**src/rtl/t16c_consts.svh**
```systemverilog
// Constants of the 16-bit timer compare-output block: register offsets,
// field positions, reset values and prescaler figures.
// Assumes inclusion by bare name from the package and the design file.
`ifndef T16C_CONSTS_SVH
`define T16C_CONSTS_SVH

// Register byte offsets on the APB
`define T16C_OFF_CTRL 12'h000
`define T16C_OFF_COUNT 12'h004
`define T16C_OFF_CMPA 12'h008
`define T16C_OFF_CMPB 12'h00C
`define T16C_OFF_CAPT 12'h010
`define T16C_OFF_FLAGS 12'h014
`define T16C_OFF_FORCE 12'h018
`define T16C_OFF_PORT 12'h01C

// Control register fields
`define T16C_CTRL_WGM_LSB 0
`define T16C_CTRL_COMA_LSB 4
`define T16C_CTRL_COMB_LSB 6
`define T16C_CTRL_PSC_LSB 8

// Flag register bit positions
`define T16C_FLG_OVF 0
`define T16C_FLG_CMPA 1
`define T16C_FLG_CMPB 2
`define T16C_FLG_CAPT 3

// Port register bit positions
`define T16C_PRT_VAL_A 0
`define T16C_PRT_DIR_A 1
`define T16C_PRT_VAL_B 2
`define T16C_PRT_DIR_B 3
`define T16C_PRT_OC_A 4
`define T16C_PRT_OC_B 5

// Reset values and counter limits
`define T16C_RST_CTRL 11'h000
`define T16C_RST_WORD 16'h0000
`define T16C_CNT_MAX 16'hFFFF
`define T16C_CNT_BOTTOM 16'h0000

// Waveform mode codes handled here
`define T16C_WGM_NORMAL 4'h0
`define T16C_WGM_CTC_CMPA 4'h4
`define T16C_WGM_CTC_CAPT 4'hC

// Prescaler terminal counts (factor minus one)
`define T16C_PSC_DIV1 10'h000
`define T16C_PSC_DIV8 10'h007
`define T16C_PSC_DIV64 10'h03F
`define T16C_PSC_DIV256 10'h0FF
`define T16C_PSC_DIV1024 10'h3FF

`endif

```
**src/rtl/t16c_pkg.sv**
```systemverilog
// Types of the 16-bit timer compare-output block.
// Assumes the constants header sits beside it on the include path.
`include "t16c_consts.svh"

package t16c_pkg;
    // Action on the compare output state at a match
    typedef enum logic [1:0] {
        T16C_COM_NONE = 2'h0,
        T16C_COM_TOGGLE = 2'h1,
        T16C_COM_CLEAR = 2'h2,
        T16C_COM_SET = 2'h3
    } t16c_com_type;
    typedef logic [15:0] t16c_word_type;
endpackage : t16c_pkg

```
**src/rtl/t16c_top.sv**
```systemverilog
// 16-bit timer with compare-output pin override, Normal and
// clear-on-match counting, APB register access.
// Assumes one 40 MHz clock, synchronous inputs, port pin pads outside.
//
// The APB register port and the address map were chosen for this implementation.
`include "t16c_consts.svh"

// Operation
// RQ1: Reset clears both compare output state registers to zero.
// RQ2: Nonzero compare mode replaces the port value on the pin with state.
// RQ3: The state shows on the pin only when the direction bit is output.
// RQ4: Software may force the state before enabling the pin direction.
// RQ5: Compare mode bits never affect the capture logic.
// RQ6: Compare mode zero leaves the state unchanged at a match.
// RQ7: New compare mode acts at next match; force strobe acts at once.
// RQ8: Counting depends on waveform mode only, never on compare mode.
// RQ9: Mode 0 always increments, never clears, wraps 0xFFFF to 0x0000.
// RQ10: Overflow flag sets when counter becomes zero; counting never clears it.
// RQ11: Overflow interrupt acknowledge clears the overflow flag.
// RQ12: In free-running mode software may write the counter any time.
// RQ13: Clear-on-match resets counter at compare A (mode 4) or capture (12).
// RQ14: TOP is not double buffered; a low TOP wraps through 0xFFFF first.
// RQ15: Reaching TOP sets the flag belonging to the TOP register.
// RQ16: Toggle mode inverts output A on every match, fastest at TOP zero.
// RQ17: Toggle rate is clock over 2, prescale factor and one plus TOP.
// RQ18: In clear-on-match mode overflow sets on the MAX to zero roll.
// RQ19: Software wanting glitch-safe TOP should use buffered PWM mode 15.
// RQ20: Software keeps capture intervals within the counter range.
// RQ21: Compare match sets its flag on the timer tick after detection.
// RQ22: Force updates the state only; no flag, no counter clear.
module t16c_top (
    // Clock and reset
    input wire logic clk_sys,
    input wire logic rst,
    // APB slave
    input wire logic psel,
    input wire logic penable,
    input wire logic pwrite,
    input wire logic [11:0] paddr,
    input wire logic [31:0] pwdata,
    output logic [31:0] prdata,
    output logic pready,
    output logic pslverr,
    // Interrupt acknowledges and capture trigger
    input wire logic ovf_ack,
    input wire logic cmpa_ack,
    input wire logic cmpb_ack,
    input wire logic capt_ack,
    input wire logic capt_event,
    // Flag levels
    output logic overflow_flag,
    output logic compare_a_flag,
    output logic compare_b_flag,
    output logic capture_flag,
    // Compare output pins
    output logic pin_a_out,
    output logic pin_a_oe,
    output logic pin_b_out,
    output logic pin_b_oe
);
    import t16c_pkg::*;

    ////////////////////////////////////////////////////////////////////////
    // Helpers

    // Next compare output state for a given action
    function automatic logic com_apply(input t16c_com_type com, input logic st);
        unique case (com)
            T16C_COM_NONE: com_apply = st;
            T16C_COM_TOGGLE: com_apply = ~st;
            T16C_COM_CLEAR: com_apply = 1'b0;
            T16C_COM_SET: com_apply = 1'b1;
        endcase
    endfunction : com_apply

    // Non-PWM modes are the only ones where force and match actions apply here
    function automatic logic non_pwm(input logic [3:0] wgm);
        non_pwm = (wgm == `T16C_WGM_NORMAL) || (wgm == `T16C_WGM_CTC_CMPA)
                  || (wgm == `T16C_WGM_CTC_CAPT);
    endfunction : non_pwm

    ////////////////////////////////////////////////////////////////////////
    // State

    logic [10:0] ctrl_r, ctrl_nxt;
    t16c_word_type cnt_r, cnt_nxt;
    t16c_word_type cmpa_r, cmpa_nxt;
    t16c_word_type cmpb_r, cmpb_nxt;
    t16c_word_type capt_r, capt_nxt;
    logic [3:0] flag_r, flag_nxt;
    logic [3:0] port_r, port_nxt;
    logic [1:0] oc_r, oc_nxt;
    logic blk_r, blk_nxt;
    logic [9:0] psc_r, psc_nxt;
    logic [31:0] prdata_r, prdata_nxt;
    logic slverr_r, slverr_nxt;

    logic [3:0] wgm;
    t16c_com_type com_a, com_b;
    logic [2:0] psc_sel;
    logic [9:0] psc_lim;
    logic tick;
    logic wr_acc, rd_setup, mapped;
    logic wr_ctrl, wr_cnt, wr_cmpa, wr_cmpb, wr_capt, wr_flags, wr_force, wr_port;
    logic force_a, force_b;
    logic match_a, match_b, capt_top, ctc_clear, ovf_set;
    logic [3:0] flag_set, flag_clr;

    assign wgm = ctrl_r[`T16C_CTRL_WGM_LSB +: 4];
    assign com_a = t16c_com_type'(ctrl_r[`T16C_CTRL_COMA_LSB +: 2]);
    assign com_b = t16c_com_type'(ctrl_r[`T16C_CTRL_COMB_LSB +: 2]);
    assign psc_sel = ctrl_r[`T16C_CTRL_PSC_LSB +: 3];

    ////////////////////////////////////////////////////////////////////////
    // APB decode: zero wait states, read data captured in the setup cycle

    assign wr_acc = psel && penable && pwrite;
    assign rd_setup = psel && !penable && !pwrite;
    assign mapped = (paddr[1:0] == 2'h0) && (paddr <= `T16C_OFF_PORT);
    assign wr_ctrl = wr_acc && (paddr == `T16C_OFF_CTRL);
    assign wr_cnt = wr_acc && (paddr == `T16C_OFF_COUNT);
    assign wr_cmpa = wr_acc && (paddr == `T16C_OFF_CMPA);
    assign wr_cmpb = wr_acc && (paddr == `T16C_OFF_CMPB);
    assign wr_capt = wr_acc && (paddr == `T16C_OFF_CAPT);
    assign wr_flags = wr_acc && (paddr == `T16C_OFF_FLAGS);
    assign wr_force = wr_acc && (paddr == `T16C_OFF_FORCE);
    assign wr_port = wr_acc && (paddr == `T16C_OFF_PORT);
    assign pready = 1'b1;
    assign prdata = prdata_r;
    assign pslverr = slverr_r;

    // Read mux and error flag, loaded in setup so data leaves a flip-flop
    always_comb begin
        prdata_nxt = prdata_r;
        slverr_nxt = slverr_r;
        if (psel && !penable) begin
            slverr_nxt = !mapped;
        end
        if (rd_setup) begin
            unique case (paddr)
                `T16C_OFF_CTRL: prdata_nxt = {21'h000000, ctrl_r};
                `T16C_OFF_COUNT: prdata_nxt = {16'h0000, cnt_r};
                `T16C_OFF_CMPA: prdata_nxt = {16'h0000, cmpa_r};
                `T16C_OFF_CMPB: prdata_nxt = {16'h0000, cmpb_r};
                `T16C_OFF_CAPT: prdata_nxt = {16'h0000, capt_r};
                `T16C_OFF_FLAGS: prdata_nxt = {28'h0000000, flag_r};
                `T16C_OFF_PORT: prdata_nxt = {26'h0000000, oc_r, port_r};
                default: prdata_nxt = 32'h00000000;
            endcase
        end
    end

    // Plain software registers; TOP writes land at once, not buffered
    always_comb begin
        ctrl_nxt = wr_ctrl ? pwdata[10:0] : ctrl_r;
        cmpa_nxt = wr_cmpa ? pwdata[15:0] : cmpa_r; // RQ14
        cmpb_nxt = wr_cmpb ? pwdata[15:0] : cmpb_r;
        port_nxt = wr_port ? pwdata[3:0] : port_r;
        force_a = wr_force && pwdata[0] && non_pwm(wgm); // RQ7
        force_b = wr_force && pwdata[1] && non_pwm(wgm);
    end

    ////////////////////////////////////////////////////////////////////////
    // Prescaler: one-cycle timer tick every N system clocks

    always_comb begin
        unique case (psc_sel)
            3'h1: psc_lim = `T16C_PSC_DIV1;
            3'h2: psc_lim = `T16C_PSC_DIV8;
            3'h3: psc_lim = `T16C_PSC_DIV64;
            3'h4: psc_lim = `T16C_PSC_DIV256;
            default: psc_lim = `T16C_PSC_DIV1024;
        endcase
        tick = (psc_sel != 3'h0) && (psc_sel <= 3'h5) && (psc_r == psc_lim); // RQ17
        if (tick || psc_sel == 3'h0 || psc_sel > 3'h5) begin
            psc_nxt = 10'h000;
        end else begin
            psc_nxt = psc_r + 10'h001;
        end
    end

    ////////////////////////////////////////////////////////////////////////
    // Counter, matches, flags and compare output state

    // Matches are judged on the value held during the timer cycle, so the
    // flag appears one tick after the counter reaches the compare value.
    // A counter write blocks the match of the following tick.
    always_comb begin
        match_a = tick && !blk_r && (cnt_r == cmpa_r); // RQ21
        match_b = tick && !blk_r && (cnt_r == cmpb_r);
        capt_top = tick && !blk_r && (cnt_r == capt_r)
                   && (wgm == `T16C_WGM_CTC_CAPT);
        // Counting looks at the waveform mode only
        ctc_clear = ((wgm == `T16C_WGM_CTC_CMPA) && match_a) || capt_top; // RQ8 RQ13
        ovf_set = tick && !wr_cnt && (cnt_r == `T16C_CNT_MAX); // RQ10 RQ18
        cnt_nxt = cnt_r;
        if (wr_cnt) begin
            cnt_nxt = pwdata[15:0]; // RQ12
        end else if (ctc_clear) begin
            cnt_nxt = `T16C_CNT_BOTTOM; // RQ13
        end else if (tick) begin
            cnt_nxt = cnt_r + 16'h0001; // RQ9 RQ14
        end
        blk_nxt = wr_cnt ? 1'b1 : (tick ? 1'b0 : blk_r);
    end

    // Capture loads only outside mode 12, never looking at compare mode
    always_comb begin
        capt_nxt = capt_r; // RQ5
        if (wr_capt) begin
            capt_nxt = pwdata[15:0];
        end else if (capt_event && wgm != `T16C_WGM_CTC_CAPT) begin
            capt_nxt = cnt_r;
        end
    end

    // Sticky flags: a set in the same cycle as a clear wins
    always_comb begin
        flag_set = 4'h0;
        flag_set[`T16C_FLG_OVF] = ovf_set; // RQ10
        flag_set[`T16C_FLG_CMPA] = match_a; // RQ15 RQ21
        flag_set[`T16C_FLG_CMPB] = match_b; // RQ21
        flag_set[`T16C_FLG_CAPT] = capt_top
                                   || (capt_event && wgm != `T16C_WGM_CTC_CAPT); // RQ15
        flag_clr = (wr_flags ? pwdata[3:0] : 4'h0)
                   | {capt_ack, cmpb_ack, cmpa_ack, ovf_ack}; // RQ11
        flag_nxt = flag_set | (flag_r & ~flag_clr);
    end

    // Output state: action taken from the compare mode at match time, so a
    // new mode acts at the first match after its write; force acts at once
    // and leaves flags and counter alone.
    always_comb begin
        oc_nxt = oc_r;
        if (force_a || (match_a && non_pwm(wgm))) begin
            oc_nxt[0] = com_apply(com_a, oc_r[0]); // RQ6 RQ7 RQ16 RQ22
        end
        if (force_b || (match_b && non_pwm(wgm))) begin
            oc_nxt[1] = com_apply(com_b, oc_r[1]); // RQ6 RQ7 RQ22
        end
    end

    // Pin override: state replaces the port value, direction stays with
    // the port bit, so software can preset the state while the pin is off
    always_comb begin
        pin_a_out = (com_a != T16C_COM_NONE) ? oc_r[0] : port_r[`T16C_PRT_VAL_A]; // RQ2
        pin_b_out = (com_b != T16C_COM_NONE) ? oc_r[1] : port_r[`T16C_PRT_VAL_B]; // RQ2
        pin_a_oe = port_r[`T16C_PRT_DIR_A]; // RQ3 RQ4
        pin_b_oe = port_r[`T16C_PRT_DIR_B]; // RQ3
    end

    assign overflow_flag = flag_r[`T16C_FLG_OVF];
    assign compare_a_flag = flag_r[`T16C_FLG_CMPA];
    assign compare_b_flag = flag_r[`T16C_FLG_CMPB];
    assign capture_flag = flag_r[`T16C_FLG_CAPT];

    ////////////////////////////////////////////////////////////////////////
    // Registers

    always_ff @(posedge clk_sys or posedge rst) begin
        if (rst) begin
            ctrl_r <= `T16C_RST_CTRL;
            cnt_r <= `T16C_RST_WORD;
            cmpa_r <= `T16C_RST_WORD;
            cmpb_r <= `T16C_RST_WORD;
            capt_r <= `T16C_RST_WORD;
            flag_r <= 4'h0;
            port_r <= 4'h0;
            oc_r <= 2'h0; // RQ1
            blk_r <= 1'b0;
            psc_r <= 10'h000;
            prdata_r <= 32'h00000000;
            slverr_r <= 1'b0;
        end else begin
            ctrl_r <= ctrl_nxt;
            cnt_r <= cnt_nxt;
            cmpa_r <= cmpa_nxt;
            cmpb_r <= cmpb_nxt;
            capt_r <= capt_nxt;
            flag_r <= flag_nxt;
            port_r <= port_nxt;
            oc_r <= oc_nxt;
            blk_r <= blk_nxt;
            psc_r <= psc_nxt;
            prdata_r <= prdata_nxt;
            slverr_r <= slverr_nxt;
        end
    end
endmodule : t16c_top
```
**config.mk**
```make
export PLATFORM = sky130hd
export DESIGN_NAME = t16c_top
export DESIGN_NICKNAME = d
export VERILOG_FILES = /design/src/rtl/t16c_pkg.sv /design/src/rtl/t16c_top.sv
export VERILOG_INCLUDE_DIRS = /design/src /design/src/rtl
export SDC_FILE = /design/constraint.sdc
export NUM_CORES = 1
export LEC_CHECK = 0
export ABC_AREA = 1
export BUFFER_PORTS_ARGS = -buffer_cell sky130_fd_sc_hd__buf_4
export CAP_MARGIN = 20
export CORE_ASPECT_RATIO = 1.75
export CORE_UTILIZATION = 40
export CTS_BUF_LIST = sky130_fd_sc_hd__clkbuf_16
export CTS_CLUSTER_SIZE = 10
export DETAILED_ROUTE_END_ITERATION = 6
export GPL_TIMING_DRIVEN = 0
export PLACE_DENSITY = 0.65
export SLEW_MARGIN = 20
export SYNTH_ARGS = -nofsm -noshare
export SYNTH_HDL_FRONTEND = slang
export SYNTH_SLANG_ARGS = --single-unit
```
**constraint.sdc**
```tcl
create_clock -name clk_sys -period 9.4 [get_ports clk_sys]
set_clock_uncertainty 0.2 [all_clocks]
set_input_delay 1.88 -clock clk_sys [delete_from_list [all_inputs] [get_ports clk_sys]]
set_output_delay 1.88 -clock clk_sys [all_outputs]
set_load 0.05 [all_outputs]
```
==> metrics.cfg <==
[sta]
hold_viol=0
max_freq_mhz=273
worst_pin_slew_ps=620
tns_ps=0
fin_ws_ps=5730
maxSlewViolCount=0
rsz0062_at_grt=no
hold_slack_ps=269
finalCritPeriodShare=0.390
layout_min_cycle_time_ps=3670
setup_violations=0
max_slew_margin=0.587

[final_layout]
final_nets=1102
fin_util=0.490
final_area_um2=8340
antenna_cells=0
drive_gt1_frac=0.166
areaGrowthSynthToFinish_pct=19.7

[clocking]
cts_buffers=17
clk_latency_ps=410
cts_setup_buffers=0
cts_resized=0
cts_root_buf=clkbuf_16
htreeDepth=4
cts_tree=built
cts.sink_count=113
cts_max_path_buffers=2
clk_pin_slew_ps=50
hold_buffers=0

[routing]
met3_length_um=825
wire_per_inst_um=16.6
first_pass_iters=6
drt_iter0_drc=441
drc_errors=0
wl_mm=21.3
ant_nets=0
highest_layer=met4
wirelength_met1_mm=7.91
wl_met2_mm=11.3
vias=6607
viasPerCell=5.14

[worst_setup_path]
r2r_cells=7
cp.arrival_ps=3770
crit_path_start_kind=input port
worstReg2RegEnd=capt_r[0]
critPathCaptureType=flop
criticalPathCategory=in -> reg
r2r_slack_ps=7050
cp.required_ps=9500
crit_path_max_fanout=10
startpoint=paddr[7]
r2r-start=ctrl_r[0]

[logic_synthesis]
syn_avg_cell_area_um2=7.34
async_flop_share=1.00
ys_ff_latch=113
netlist_area_um2=6970
synth_commonest_cells=nand2_1, dfrtp_1, inv_1
synth_top_area_frac=0.406
ys.flop_type=dfrtp_1
yosys_warnings=0
yosys.area.top_type=dfrtp_1
syn_inst=949
yosys.cell_types.count=42
synth_edf_count=0
yosysMostFrequentCell=nand2_1
seq_area_frac_synth=0.406
synth_area_leaders=dfrtp_1, nand2_1, inv_1, nor2_1, o21ai_0

[global_route]
grt_max_degree=63
grt_pass1_vias=6430
overflow=0
grt_pass1_wl_mm=33.7
grt_usage=0.252
antenna_found_initial=0

[power_and_ir_drop]
power.leakage_nw=4.13
irDropWorstVdd_uv=102
pwr_density_cell_nw_per_um2=139

[placed_design]
io_buffer_count=62
gp_congestion=0.909
dp_hpwl_mm=17.0
placed_cell_area_um2=7810
pre_cts_ws_ps=5330

[run]
cap_violations=0

[hold_path]
hold_end=oc_r[1]
hp-class=reg -> reg
worstHoldPathCells=2
min_from=oc_r[1]

[floorplanning]
dieArea_um2=18000
io_pins=96
die_w_um=102
start_util=0.409
coreArea_um2=17000
row_count=63
die_h_um=177

[outcome]
status=finished clean

-- cell families after synthesis --
family,after synthesis,share of synthesized area
AND/OR/NAND/NOR,447,0.286
AO/OA/AOI/OAI,179,0.152
buffers and inverters,174,0.111
flip-flops,113,0.406
XOR/XNOR,32,0.0402
adder cells (fa/ha/maj),2,0.00359
other,2,0.00108
-- cell usage in the layout, fill, tap and decap left out, types with 8 or more instances in the layout --
cell / instances
a21oi_1: 45
nand3_2: 11
buf_2: 18
nand2_1: 217
a21oi_2: 10
dfrtp_1: 113
xor2_1: 24
o221ai_1: 14
inv_1: 112
nand3_1: 64
o22ai_1: 18
o21ai_0: 71
conb_1: 17
nand4_1: 13
buf_4: 82
clkbuf_1: 16
nor3_1: 13
clkbuf_16: 17
nor2_1: 100
xnor2_1: 8
-- how the worst max path moves through the flow --
stage,to,slack (ps),cells after the start
floorplan,blk_r,4330,1
global placement,cnt_r[14],2780,2
detailed placement,cnt_r[14],5330,11
CTS,cnt_r[14],5760,11
global route,capt_r[2],5580,10
finish,cnt_r[14],5730,11
-- power by group --
part | internal (mW) | switching [mW] | total, mW
clock | 0.377 | 0.221 | 0.598
combinational | 0.0207 | 0.0493 | 0.0700
sequential | 0.488 | 0.000627 | 0.489
total | 0.886 | 0.271 | 1.16
-- cell type report --
class | count | area (um2)
Fill cell | 1758 | 8690
Inverter | 117 | 444
Clock buffer | 17 | 425
Tap cell | 227 | 284
Sequential cell | 113 | 2830
Buffer | 57 | 334
Clock inverter | 14 | 109
Timing Repair Buffer | 63 | 493
Multi-Input combinational cell | 677 | 3420
-- metrics by stage --
step	total power [mW]	cells
2_1_floorplan	0.539	964
3_3_place_gp	0.565	1253
3_5_place_dp	0.567	1254
4_1_cts	1.16	1285
5_1_grt	1.19	1285
6_report	1.16	1285
-- state kept, by name, summed over array words and instances (netlist names) --
register and count:
ctrl_r 11, cmpa_r 16, oc_r 2, blk_r 1, capt_r 16, port_r 4, flag_r 4, psc_r 10
cnt_r 16, cmpb_r 16, pslverr 1, prdata 16
-- metal layers --
metal	up-vias	global-route usage
met2	197	0.454
met3	66	0.0372
met4	0	0.166
met1	3083	0.266
met5	-	0
li1	3261	-
-- critical path: stages --
cell and delay [ps]:
buf_4 100, nor2_1 190, nand2_1 90, nor2_2 190, nand3_1 270, nor2_2 480, inv_2 220, o21ai_0 130
nor2_1 60, nand3_1 80, a21oi_1 70
Note: power is estimated with default switching activity, not from simulation.
